## src/rtl/vpie_consts.svh

```systemverilog
// constants for the video port interrupt arming block
`ifndef VPIE_CONSTS_SVH
`define VPIE_CONSTS_SVH

// ==========================================================
// register byte offsets
`define VPIE_OFS_ENABLE  12'h000
`define VPIE_OFS_SET     12'h004
`define VPIE_OFS_CLEAR   12'h008
`define VPIE_OFS_CTRL0   12'h00C
`define VPIE_OFS_STAT    12'h010
`define VPIE_OFS_STATCLR 12'h014
`define VPIE_OFS_STATEN  12'h018
`define VPIE_ADDR_W      12

// ==========================================================
// field layout
`define VPIE_NSRC        5
`define VPIE_BIT_ERR     4
`define VPIE_BIT_CH3     3
`define VPIE_BIT_CH2     2
`define VPIE_BIT_CH1     1
`define VPIE_BIT_CH0     0
`define VPIE_FMT_W       2
`define VPIE_FMT_RAW     2'h3
`define VPIE_PAD_W       27
`define VPIE_CPAD_W      30

// ==========================================================
// reset values and bus codes
`define VPIE_SRC_RST     5'h00
`define VPIE_FMT_RST     2'h0
`define VPIE_WORD_RST    32'h00000000
`define VPIE_TRANS_BIT   1
`define VPIE_RESP_OKAY   1'h0

`endif

```

## src/rtl/vpie_pkg.sv

```systemverilog
// types shared by the video port interrupt arming block
package vpie_pkg;
   typedef logic [4:0]  vpie_src_t;
   typedef logic [31:0] vpie_word_t;
   typedef logic [11:0] vpie_addr_t;
   typedef logic [1:0]  vpie_fmt_t;
endpackage

```

## src/rtl/vpie_top.sv

```systemverilog
// video port interrupt arming registers with ahb-lite slave
`timescale 1ns/1ns
`include "vpie_consts.svh"

module vpie_top (
   input  wire logic             clk,
   input  wire logic             rst_n,
   input  wire logic             hsel,
   input  wire logic [31:0]      haddr,
   input  wire logic [1:0]       htrans,
   input  wire logic             hwrite,
   input  wire logic [2:0]       hsize,
   input  wire logic [31:0]      hwdata,
   input  wire logic             hready,
   output logic      [31:0]      hrdata,
   output logic                  hreadyout,
   output logic                  hresp,
   input  wire logic             stream_error,
   input  wire logic [3:0]       frame_done,
   input  wire logic             line_done,
   output logic                  video_error_irq,
   output logic      [3:0]       frame_irq,
   output logic                  irq
);

   // ==========================================================
   // state
   vpie_pkg::vpie_src_t  enable_r;
   vpie_pkg::vpie_src_t  armed_r;
   vpie_pkg::vpie_src_t  armed_nxt;
   vpie_pkg::vpie_src_t  stat_r;
   vpie_pkg::vpie_src_t  stat_nxt;
   vpie_pkg::vpie_src_t  stat_en_r;
   vpie_pkg::vpie_src_t  src_evt;
   vpie_pkg::vpie_src_t  gated_evt;
   vpie_pkg::vpie_fmt_t  fmt_r;
   vpie_pkg::vpie_addr_t dp_addr_r;
   vpie_pkg::vpie_word_t rdata_r;
   vpie_pkg::vpie_word_t rd_mux;
   logic                 dp_wr_r;
   logic                 addr_phase;
   logic                 wr_enable;
   logic                 wr_set;
   logic                 wr_clear;
   logic                 wr_ctrl;
   logic                 wr_statclr;
   logic                 wr_staten;
   logic                 ch1_line_mode;
   logic                 ch1_evt;
   logic                 error_irq_r;
   logic [3:0]           frame_irq_r;
   logic                 irq_r;

   // ==========================================================
   // helpers
   function automatic logic
      wr_hit(input vpie_pkg::vpie_addr_t a,
             input vpie_pkg::vpie_addr_t ofs,
             input logic                 wr);
      wr_hit = wr && (a == ofs);
   endfunction

   function automatic vpie_pkg::vpie_word_t
      pad_src(input vpie_pkg::vpie_src_t v);
      pad_src = {{`VPIE_PAD_W{1'b0}}, v};
   endfunction

   // ==========================================================
   // ahb-lite slave, zero wait, always okay
   assign hreadyout = 1'b1;
   assign hresp     = `VPIE_RESP_OKAY;
   assign hrdata    = rdata_r;

   assign addr_phase = hsel && hready
                       && htrans[`VPIE_TRANS_BIT];

   // data phase address and direction
   always_ff @(posedge clk or negedge rst_n) begin
      if (!rst_n) begin
         dp_addr_r <= `VPIE_OFS_ENABLE;
         dp_wr_r   <= 1'b0;
      end else if (hready) begin
         dp_wr_r <= addr_phase && hwrite;
         if (addr_phase) begin
            dp_addr_r <= haddr[`VPIE_ADDR_W-1:0];
         end
      end
   end

   assign wr_enable  = wr_hit(dp_addr_r,
                              `VPIE_OFS_ENABLE, dp_wr_r);
   assign wr_set     = wr_hit(dp_addr_r,
                              `VPIE_OFS_SET, dp_wr_r);
   assign wr_clear   = wr_hit(dp_addr_r,
                              `VPIE_OFS_CLEAR, dp_wr_r);
   assign wr_ctrl    = wr_hit(dp_addr_r,
                              `VPIE_OFS_CTRL0, dp_wr_r);
   assign wr_statclr = wr_hit(dp_addr_r,
                              `VPIE_OFS_STATCLR, dp_wr_r);
   assign wr_staten  = wr_hit(dp_addr_r,
                              `VPIE_OFS_STATEN, dp_wr_r);

   // read mux, write-only and unmapped read zero
   always_comb begin
      rd_mux = `VPIE_WORD_RST;
      case (haddr[`VPIE_ADDR_W-1:0])
         `VPIE_OFS_ENABLE: begin
            rd_mux = pad_src(enable_r);
         end
         `VPIE_OFS_SET: begin
            rd_mux = pad_src(armed_r);
         end
         `VPIE_OFS_CTRL0: begin
            rd_mux = {{`VPIE_CPAD_W{1'b0}}, fmt_r};
         end
         `VPIE_OFS_STAT: begin
            rd_mux = pad_src(stat_r);
         end
         `VPIE_OFS_STATEN: begin
            rd_mux = pad_src(stat_en_r);
         end
         default: begin
            rd_mux = `VPIE_WORD_RST;
         end
      endcase
   end

   // read data captured at the address phase
   always_ff @(posedge clk or negedge rst_n) begin
      if (!rst_n) begin
         rdata_r <= `VPIE_WORD_RST;
      end else if (addr_phase && !hwrite) begin
         rdata_r <= rd_mux;
      end
   end

   // ==========================================================
   // enable register
   always_ff @(posedge clk or negedge rst_n) begin
      if (!rst_n) begin
         enable_r <= `VPIE_SRC_RST;
      end else if (wr_enable) begin
         enable_r <= hwdata[`VPIE_NSRC-1:0];
      end
   end

   // ==========================================================
   // arming register, write one to set
   always_comb begin
      armed_nxt = armed_r;
      if (wr_set) begin
         // only ones set, gated by the enable bits
         armed_nxt = armed_r
                     | (hwdata[`VPIE_NSRC-1:0]
                        & enable_r);
      end
      if (wr_clear) begin
         armed_nxt = armed_r
                     & ~hwdata[`VPIE_NSRC-1:0];
      end
      // a dropped enable leaves its set bit reading zero
      armed_nxt = armed_nxt & enable_r;
   end

   always_ff @(posedge clk or negedge rst_n) begin
      if (!rst_n) begin
         armed_r <= `VPIE_SRC_RST;
      end else begin
         armed_r <= armed_nxt;
      end
   end

   // ==========================================================
   // control 0 for channel 1, format field
   always_ff @(posedge clk or negedge rst_n) begin
      if (!rst_n) begin
         fmt_r <= `VPIE_FMT_RST;
      end else if (wr_ctrl) begin
         fmt_r <= hwdata[`VPIE_FMT_W-1:0];
      end
   end

   assign ch1_line_mode = (fmt_r == `VPIE_FMT_RAW);

   // channel 1 source: lines in raw mode, else frames
   assign ch1_evt = ch1_line_mode ? line_done
                                  : frame_done[`VPIE_BIT_CH1];

   // ==========================================================
   // source events gated by the armed bits
   always_comb begin
      src_evt = `VPIE_SRC_RST;
      src_evt[`VPIE_BIT_ERR] = stream_error;
      src_evt[`VPIE_BIT_CH3] = frame_done[`VPIE_BIT_CH3];
      src_evt[`VPIE_BIT_CH2] = frame_done[`VPIE_BIT_CH2];
      src_evt[`VPIE_BIT_CH1] = ch1_evt;
      src_evt[`VPIE_BIT_CH0] = frame_done[`VPIE_BIT_CH0];
   end

   assign gated_evt = src_evt & armed_r;

   // ==========================================================
   // per-source interrupt outputs
   always_ff @(posedge clk or negedge rst_n) begin
      if (!rst_n) begin
         error_irq_r <= 1'b0;
      end else begin
         error_irq_r <= gated_evt[`VPIE_BIT_ERR];
      end
   end

   // one pulse per frame done pulse, per line done pulse on channel 1 in raw mode
   always_ff @(posedge clk or negedge rst_n) begin
      if (!rst_n) begin
         frame_irq_r <= 4'h0;
      end else begin
         frame_irq_r <= gated_evt[`VPIE_BIT_CH3:`VPIE_BIT_CH0];
      end
   end

   assign video_error_irq = error_irq_r;
   assign frame_irq       = frame_irq_r;

   // ==========================================================
   // sticky status, set wins over clear
   always_comb begin
      stat_nxt = stat_r;
      if (wr_statclr) begin
         stat_nxt = stat_r & ~hwdata[`VPIE_NSRC-1:0];
      end
      stat_nxt = stat_nxt | gated_evt;
   end

   always_ff @(posedge clk or negedge rst_n) begin
      if (!rst_n) begin
         stat_r <= `VPIE_SRC_RST;
      end else begin
         stat_r <= stat_nxt;
      end
   end

   // status enable register
   always_ff @(posedge clk or negedge rst_n) begin
      if (!rst_n) begin
         stat_en_r <= `VPIE_SRC_RST;
      end else if (wr_staten) begin
         stat_en_r <= hwdata[`VPIE_NSRC-1:0];
      end
   end

   // ==========================================================
   // combined level interrupt
   always_ff @(posedge clk or negedge rst_n) begin
      if (!rst_n) begin
         irq_r <= 1'b0;
      end else begin
         irq_r <= |(stat_nxt & stat_en_r);
      end
   end

   assign irq = irq_r;

   // hsize is not checked: only word accesses are used
   logic unused_ok;
   assign unused_ok = ^{hsize, haddr[31:`VPIE_ADDR_W]};

endmodule
```

## config.mk

```make
export PLATFORM = sky130hd
export DESIGN_NAME = vpie_top
export DESIGN_NICKNAME = d
export VERILOG_FILES = /design/src/rtl/vpie_pkg.sv /design/src/rtl/vpie_top.sv
export VERILOG_INCLUDE_DIRS = /design/src /design/src/rtl
export SDC_FILE = /design/constraint.sdc
export NUM_CORES = 1
export LEC_CHECK = 0
export BUFFER_PORTS_ARGS = -buffer_cell sky130_fd_sc_hd__buf_2
export CORE_ASPECT_RATIO = 0.8
export CORE_MARGIN = 5
export CORE_UTILIZATION = 30
export CTS_CLUSTER_SIZE = 12
export DETAILED_ROUTE_END_ITERATION = 16
export GPL_TIMING_DRIVEN = 1
export PLACE_DENSITY = 0.63
export SETUP_SLACK_MARGIN = 0.4
export SLEW_MARGIN = 5
export SYNTH_ARGS = -nofsm -noshare
export SYNTH_HDL_FRONTEND = slang
export SYNTH_SLANG_ARGS = --single-unit
export TNS_END_PERCENT = 20
```

## constraint.sdc

```tcl
create_clock -name clk -period 2.8 [get_ports clk]
set_clock_uncertainty 0.2 [all_clocks]
set_input_delay 0.56 -clock clk [delete_from_list [all_inputs] [get_ports clk]]
set_output_delay 0.56 -clock clk [all_outputs]
set_load 0.005 [all_outputs]
```

# ---- Word level (Yosys, flattened, before mapping)
# Index checks and enable logic that the tools add are counted.
# W data, S select, Z words.
dict set report op_classes {
  eq_ne 10
  muxes 5
  bitwise_logic 9
  reduce_logical 15
}
# operator n
set op_table {}
lappend op_table {{$eq A12 B5 Y1 const B} 4}
lappend op_table {{$eq A12 B4 Y1 const B} 3}
lappend op_table {{$and A5 B5 Y5} 6}
lappend op_table {{$pmux W5 S5} 1}
lappend op_table {{$eq A12 B3 Y1 const B} 2}
lappend op_table {{$logic_not A12 Y1} 2}
lappend op_table {{$mux W5} 3}
lappend op_table {{$logic_and A1 B1 Y1} 10}
lappend op_table {{$or A5 B5 Y5} 2}
lappend op_table {{$not A5 Y5} 1}
lappend op_table {{$reduce_or A5 Y1} 1}
lappend op_table {{$eq A2 B2 Y1 const B} 1}
lappend op_table {{$reduce_and A2 Y1} 1}
lappend op_table {{$logic_not A1 Y1} 1}
lappend op_table {{$mux W1} 1}
dict set report totals {
  register_bits 73
  in_bits 80
  elab_cells 50
}

# ---- Longest topological paths before layout
dict set report logic_depth {
  word_depth 6
  ltp_mapped 6
  mapped_depth_nobuf 6
}

# ---- Least setup slack after synthesis
# OpenSTA, ideal clock, no wires.
dict set report synth_timing {
  path_kind {reg2reg}
  from {reg dp_addr_r[1]}
  to {reg stat_en_r[0]}
  t_arrival_ns 2.187
  required_time_ns 2.475
  path_slack_ns 0.288
  stages_incl_launch_ff 6
  path_buffers 1
  synth_period_minus_slack_ns 2.512
  path_cell_list {dfrtp_1 -> or4_4 -> or4_4 -> or3_1 -> buf_6 -> mux2_4}
}
dict set report synth_via {
  elab_chain_cells 2
}
# element line
set synth_rtl {}
lappend synth_rtl {{from (decl)} vpie_top.sv:37} ;# vpie_pkg::vpie_addr_t dp_addr_r;
lappend synth_rtl {{from (signal assigned)} vpie_top.sv:80} ;# dp_addr_r <= `VPIE_OFS_ENABLE;
lappend synth_rtl {{from (signal assigned)} vpie_top.sv:85} ;# dp_addr_r <= haddr[`VPIE_ADDR_W-1:0];
lappend synth_rtl {{$eq A12 B5 Y1} vpie_top.sv:60} ;# wr_hit = wr && (a == ofs);
lappend synth_rtl {{$logic_and A1 B1 Y1} vpie_top.sv:60}
lappend synth_rtl {{to (signal assigned)} vpie_top.sv:245} ;# stat_en_r <= `VPIE_SRC_RST;
lappend synth_rtl {{to (signal assigned)} vpie_top.sv:247} ;# stat_en_r <= hwdata[`VPIE_NSRC-1:0];
lappend synth_rtl {{to (decl)} vpie_top.sv:33} ;# vpie_pkg::vpie_src_t stat_en_r;
# Every way passes these cells.
# A chain may end at the register's enable or synchronous reset.

# ---- Worst setup path after layout
dict set report layout_timing {
  from {reg dp_addr_r[1]}
  to {reg stat_en_r[1]}
}
# Same word-level chain as after synthesis.

==> qor.csv <==
stage;metric;value;unit
run_status;status;finished, final reports clean;
critical_path;Critical path buffers and inverters;0;
drt;Routed Antenna Nets;0;
logic_synthesis;synthesized cell area;2300;um^2
layout;Area Overhead vs Synth;15.8;%
placement;placed inst area;2520;um^2
layout;nets@finish;337;
sta;Final Cycle Share;0.877;
drt;DRC viols;0;
power;power density cells;544;nW/um^2
layout;layout cells sized above 1;0.318;
floorplanning;Initial Utilization;0.310;
critical_path;Crit path required time;2.80;ns
critical_path;worst-path fanout max;5;
critical_path;most used cell, CP;or4_4;
sta;WHS;0.256;ns
clocking;Setup Fix Bufs, Post-CTS;0;
logic_synthesis;Mapped Avg Cell Area;10.8;um^2
clocking;H-tree depth;2;
logic_synthesis;post-synthesis sequential area ratio;0.500;
logic_synthesis;Synth Register Bits;46;
sta;Final TNS setup;0;ns
grt;first-pass GRT wire length;7900;um
layout;most common cell after layout, fill and taps aside;dfrtp_1;
worst_hold_path;HP Class;input pin to flip-flop;
drt;routed via count;1613;
critical_path;Worst Setup Start Kind;flip-flop;
grt;largest net degree at the start of global routing;19;
logic_synthesis;number of synthesized flops with an enable pin;0;
clocking;clk buf depth;2;
floorplanning;die height;88.4;um
power;Lkg Pwr;1.29;nW
logic_synthesis;post-synthesis async set-or-reset flop share;1.00;
power;Pwr Total;1.45;mW
sta;final hold violation count;0;
clocking;CTS sink cnt;46;
grt;initial antenna violation count;0;
power;maximum VDD drop;0.000196;V
clocking;Root Driver;clkbuf_8;
logic_synthesis;Synth Flop Type;dfrtp_1;
sta;fin crit period;2.46;ns
critical_path;Crit-path slowest cell;or4_4;
run;max_cap viols;0;
clocking;Clock Latency Late Sink;0.31;ns
critical_path;WS Path Type;flip-flop to flip-flop;
floorplanning;Ports;120;
placement;detailed-placement wirelength estimate;4030;um
layout;diodes inserted;0;
floorplanning;die area;9540;um^2
drt;Vias/cell;4.44;
grt;grt total ovfl;0;
logic_synthesis;cell count after synthesis;213;
logic_synthesis;synthesis warning total;0;
sta;Max Freq;407;MHz
drt;DRT iter0 DRCs;110;
grt;gr usage total;0.110;
drt;DR WL/cell;14.3;um
sta;unrepaired setup endpoints after global routing;yes;
drt;DRT Wirelength;5210;um
critical_path;CP peak stage delay;0.58;ns
clocking;TritonCTS buffer count;5;
floorplanning;# rows;28;
sta;Slew Limit Fails;0;
placement;IO Port Bufs;39;
clocking;clk slew on worst S/H paths;0.09;ns
drt;Detailed Routing Iterations Pass 1;4;
critical_path;critical path cell sequence;or4_4, or4_4, or3_4, mux2_4;
layout;Fill cells;775;
critical_path;Setup crit end kind;flip-flop;
grt;vias in the first global route;1535;
critical_path;Worst EP arrival;2.45;ns
layout;commonest non-fill, non-tap cells in the layout;dfrtp_1, buf_2, conb_1;
critical_path;critical path's top delay family;simple AND/OR/NAND/NOR gates;
floorplanning;core area;7430;um^2
placement;RePlAce Congestion;0.802;
logic_synthesis;post-synth cell types;35;
floorplanning;Die Wd;108;um
layout;cell area after layout;2670;um^2
clocking;CTS tree;built;
sta;final setup vio count;0;
power breakdown:
part           internal [mW]  switching, mW
clock network          0.266          0.229
logic                 0.0894         0.0979
registers              0.724         0.0447
worst register-to-register path, cell delays in order (launching register included):
cell and delay (ns):
dfrtp_1 0.38, or4_4 0.58, or4_4 0.46, or3_4 0.41, mux2_4 0.32
cell families (layout without fill, tap and decap cells):
group                  after synthesis  in the layout  share of synthesized area
AO/OA/AOI/OAI                       38             38                      0.110
buffers and inverters               46             64                      0.126
flip-flops                          46             46                      0.500
multiplexers                        27             27                      0.137
other                                2             29                    0.00326
AND/OR/NAND/NOR                     54             54                      0.124
cell usage after synthesis (3+ instances only):
| library cell | number | share of area |
|---|---|---|
| mux2_4 | 5 | 0.033 |
| nor3_1 | 4 | 0.0087 |
| a2bb2oi_1 | 5 | 0.019 |
| nor2_1 | 10 | 0.016 |
| a22oi_1 | 3 | 0.0098 |
| clkbuf_1 | 5 | 0.0082 |
| mux2_2 | 16 | 0.078 |
| nand2_1 | 20 | 0.033 |
| nand2b_1 | 4 | 0.011 |
| o21ai_0 | 10 | 0.022 |
| inv_1 | 10 | 0.016 |
| a21oi_1 | 5 | 0.011 |
| a31oi_1 | 5 | 0.014 |
| dfrtp_1 | 46 | 0.50 |
| mux2i_1 | 6 | 0.026 |
| buf_4 | 29 | 0.095 |
| a211oi_1 | 5 | 0.016 |
per-layer routing:
metal | part of all wire | vias up | track usage | wire (um)
met5 | 0 | - | 0 | 0
met4 | 0.011 | 0 | 0.0310 | 59
met3 | 0.059 | 5 | 0.0430 | 306
met2 | 0.46 | 44 | 0.165 | 2370
met1 | 0.47 | 788 | 0.148 | 2470
li1 | - | 776 | - | -
area by class of cell:
cell class                 count  area (um^2)  area share
timing repair buffer          46          250      0.0939
inverter                      10         37.5      0.0141
sequential                    46         1150       0.432
tap                          105          131      0.0493
multi-input combinational    148          986       0.370
clock inverter                 2         37.5      0.0141
clock buffer                   6         72.6      0.0272
path summary, 6_finish.rpt:
check | to | depth (start not counted) | startpoint | slack [ns]
min reg2reg | hrdata[2] | 2 | hrdata[2] | 0.29
min in group asynchronous | stat_r[3] | 2 | rst_n | 0.51
max | stat_en_r[1] | 4 | dp_addr_r[1] | 0.34
min | dp_wr_r | 2 | hready | 0.26
max in group asynchronous | hrdata[4] | 3 | rst_n | 1.31
max reg2reg | stat_en_r[1] | 4 | dp_addr_r[1] | 0.34
stage by stage:
step / std cells / utilization / setup slack [ns]
2_1_floorplan: 240 / - / 0.393
3_3_place_gp: 354 / 0.340 / 0.252
3_5_place_dp: 354 / 0.340 / 0.239
4_1_cts: 363 / 0.357 / 0.321
5_1_grt: 363 / 0.359 / 0.312
6_report: 363 / 0.359 / 0.345
registers in the layout (all words and copies together) (netlist names):
name             flops
armed_r              5
dp_addr_r           12
dp_wr_r              1
enable_r             5
fmt_r                2
frame_irq            4
hrdata               5
irq                  1
stat_en_r            5
stat_r               5
video_error_irq      1
repair_timing:
action                                  CTS  global route
gates resized for setup                   3             2
hold buffers                              1             0
endpoints found under the hold margin    16             0
endpoints found under the setup margin   13            11
pin swaps                                 0             1
Power figures use the tool's default switching activity.
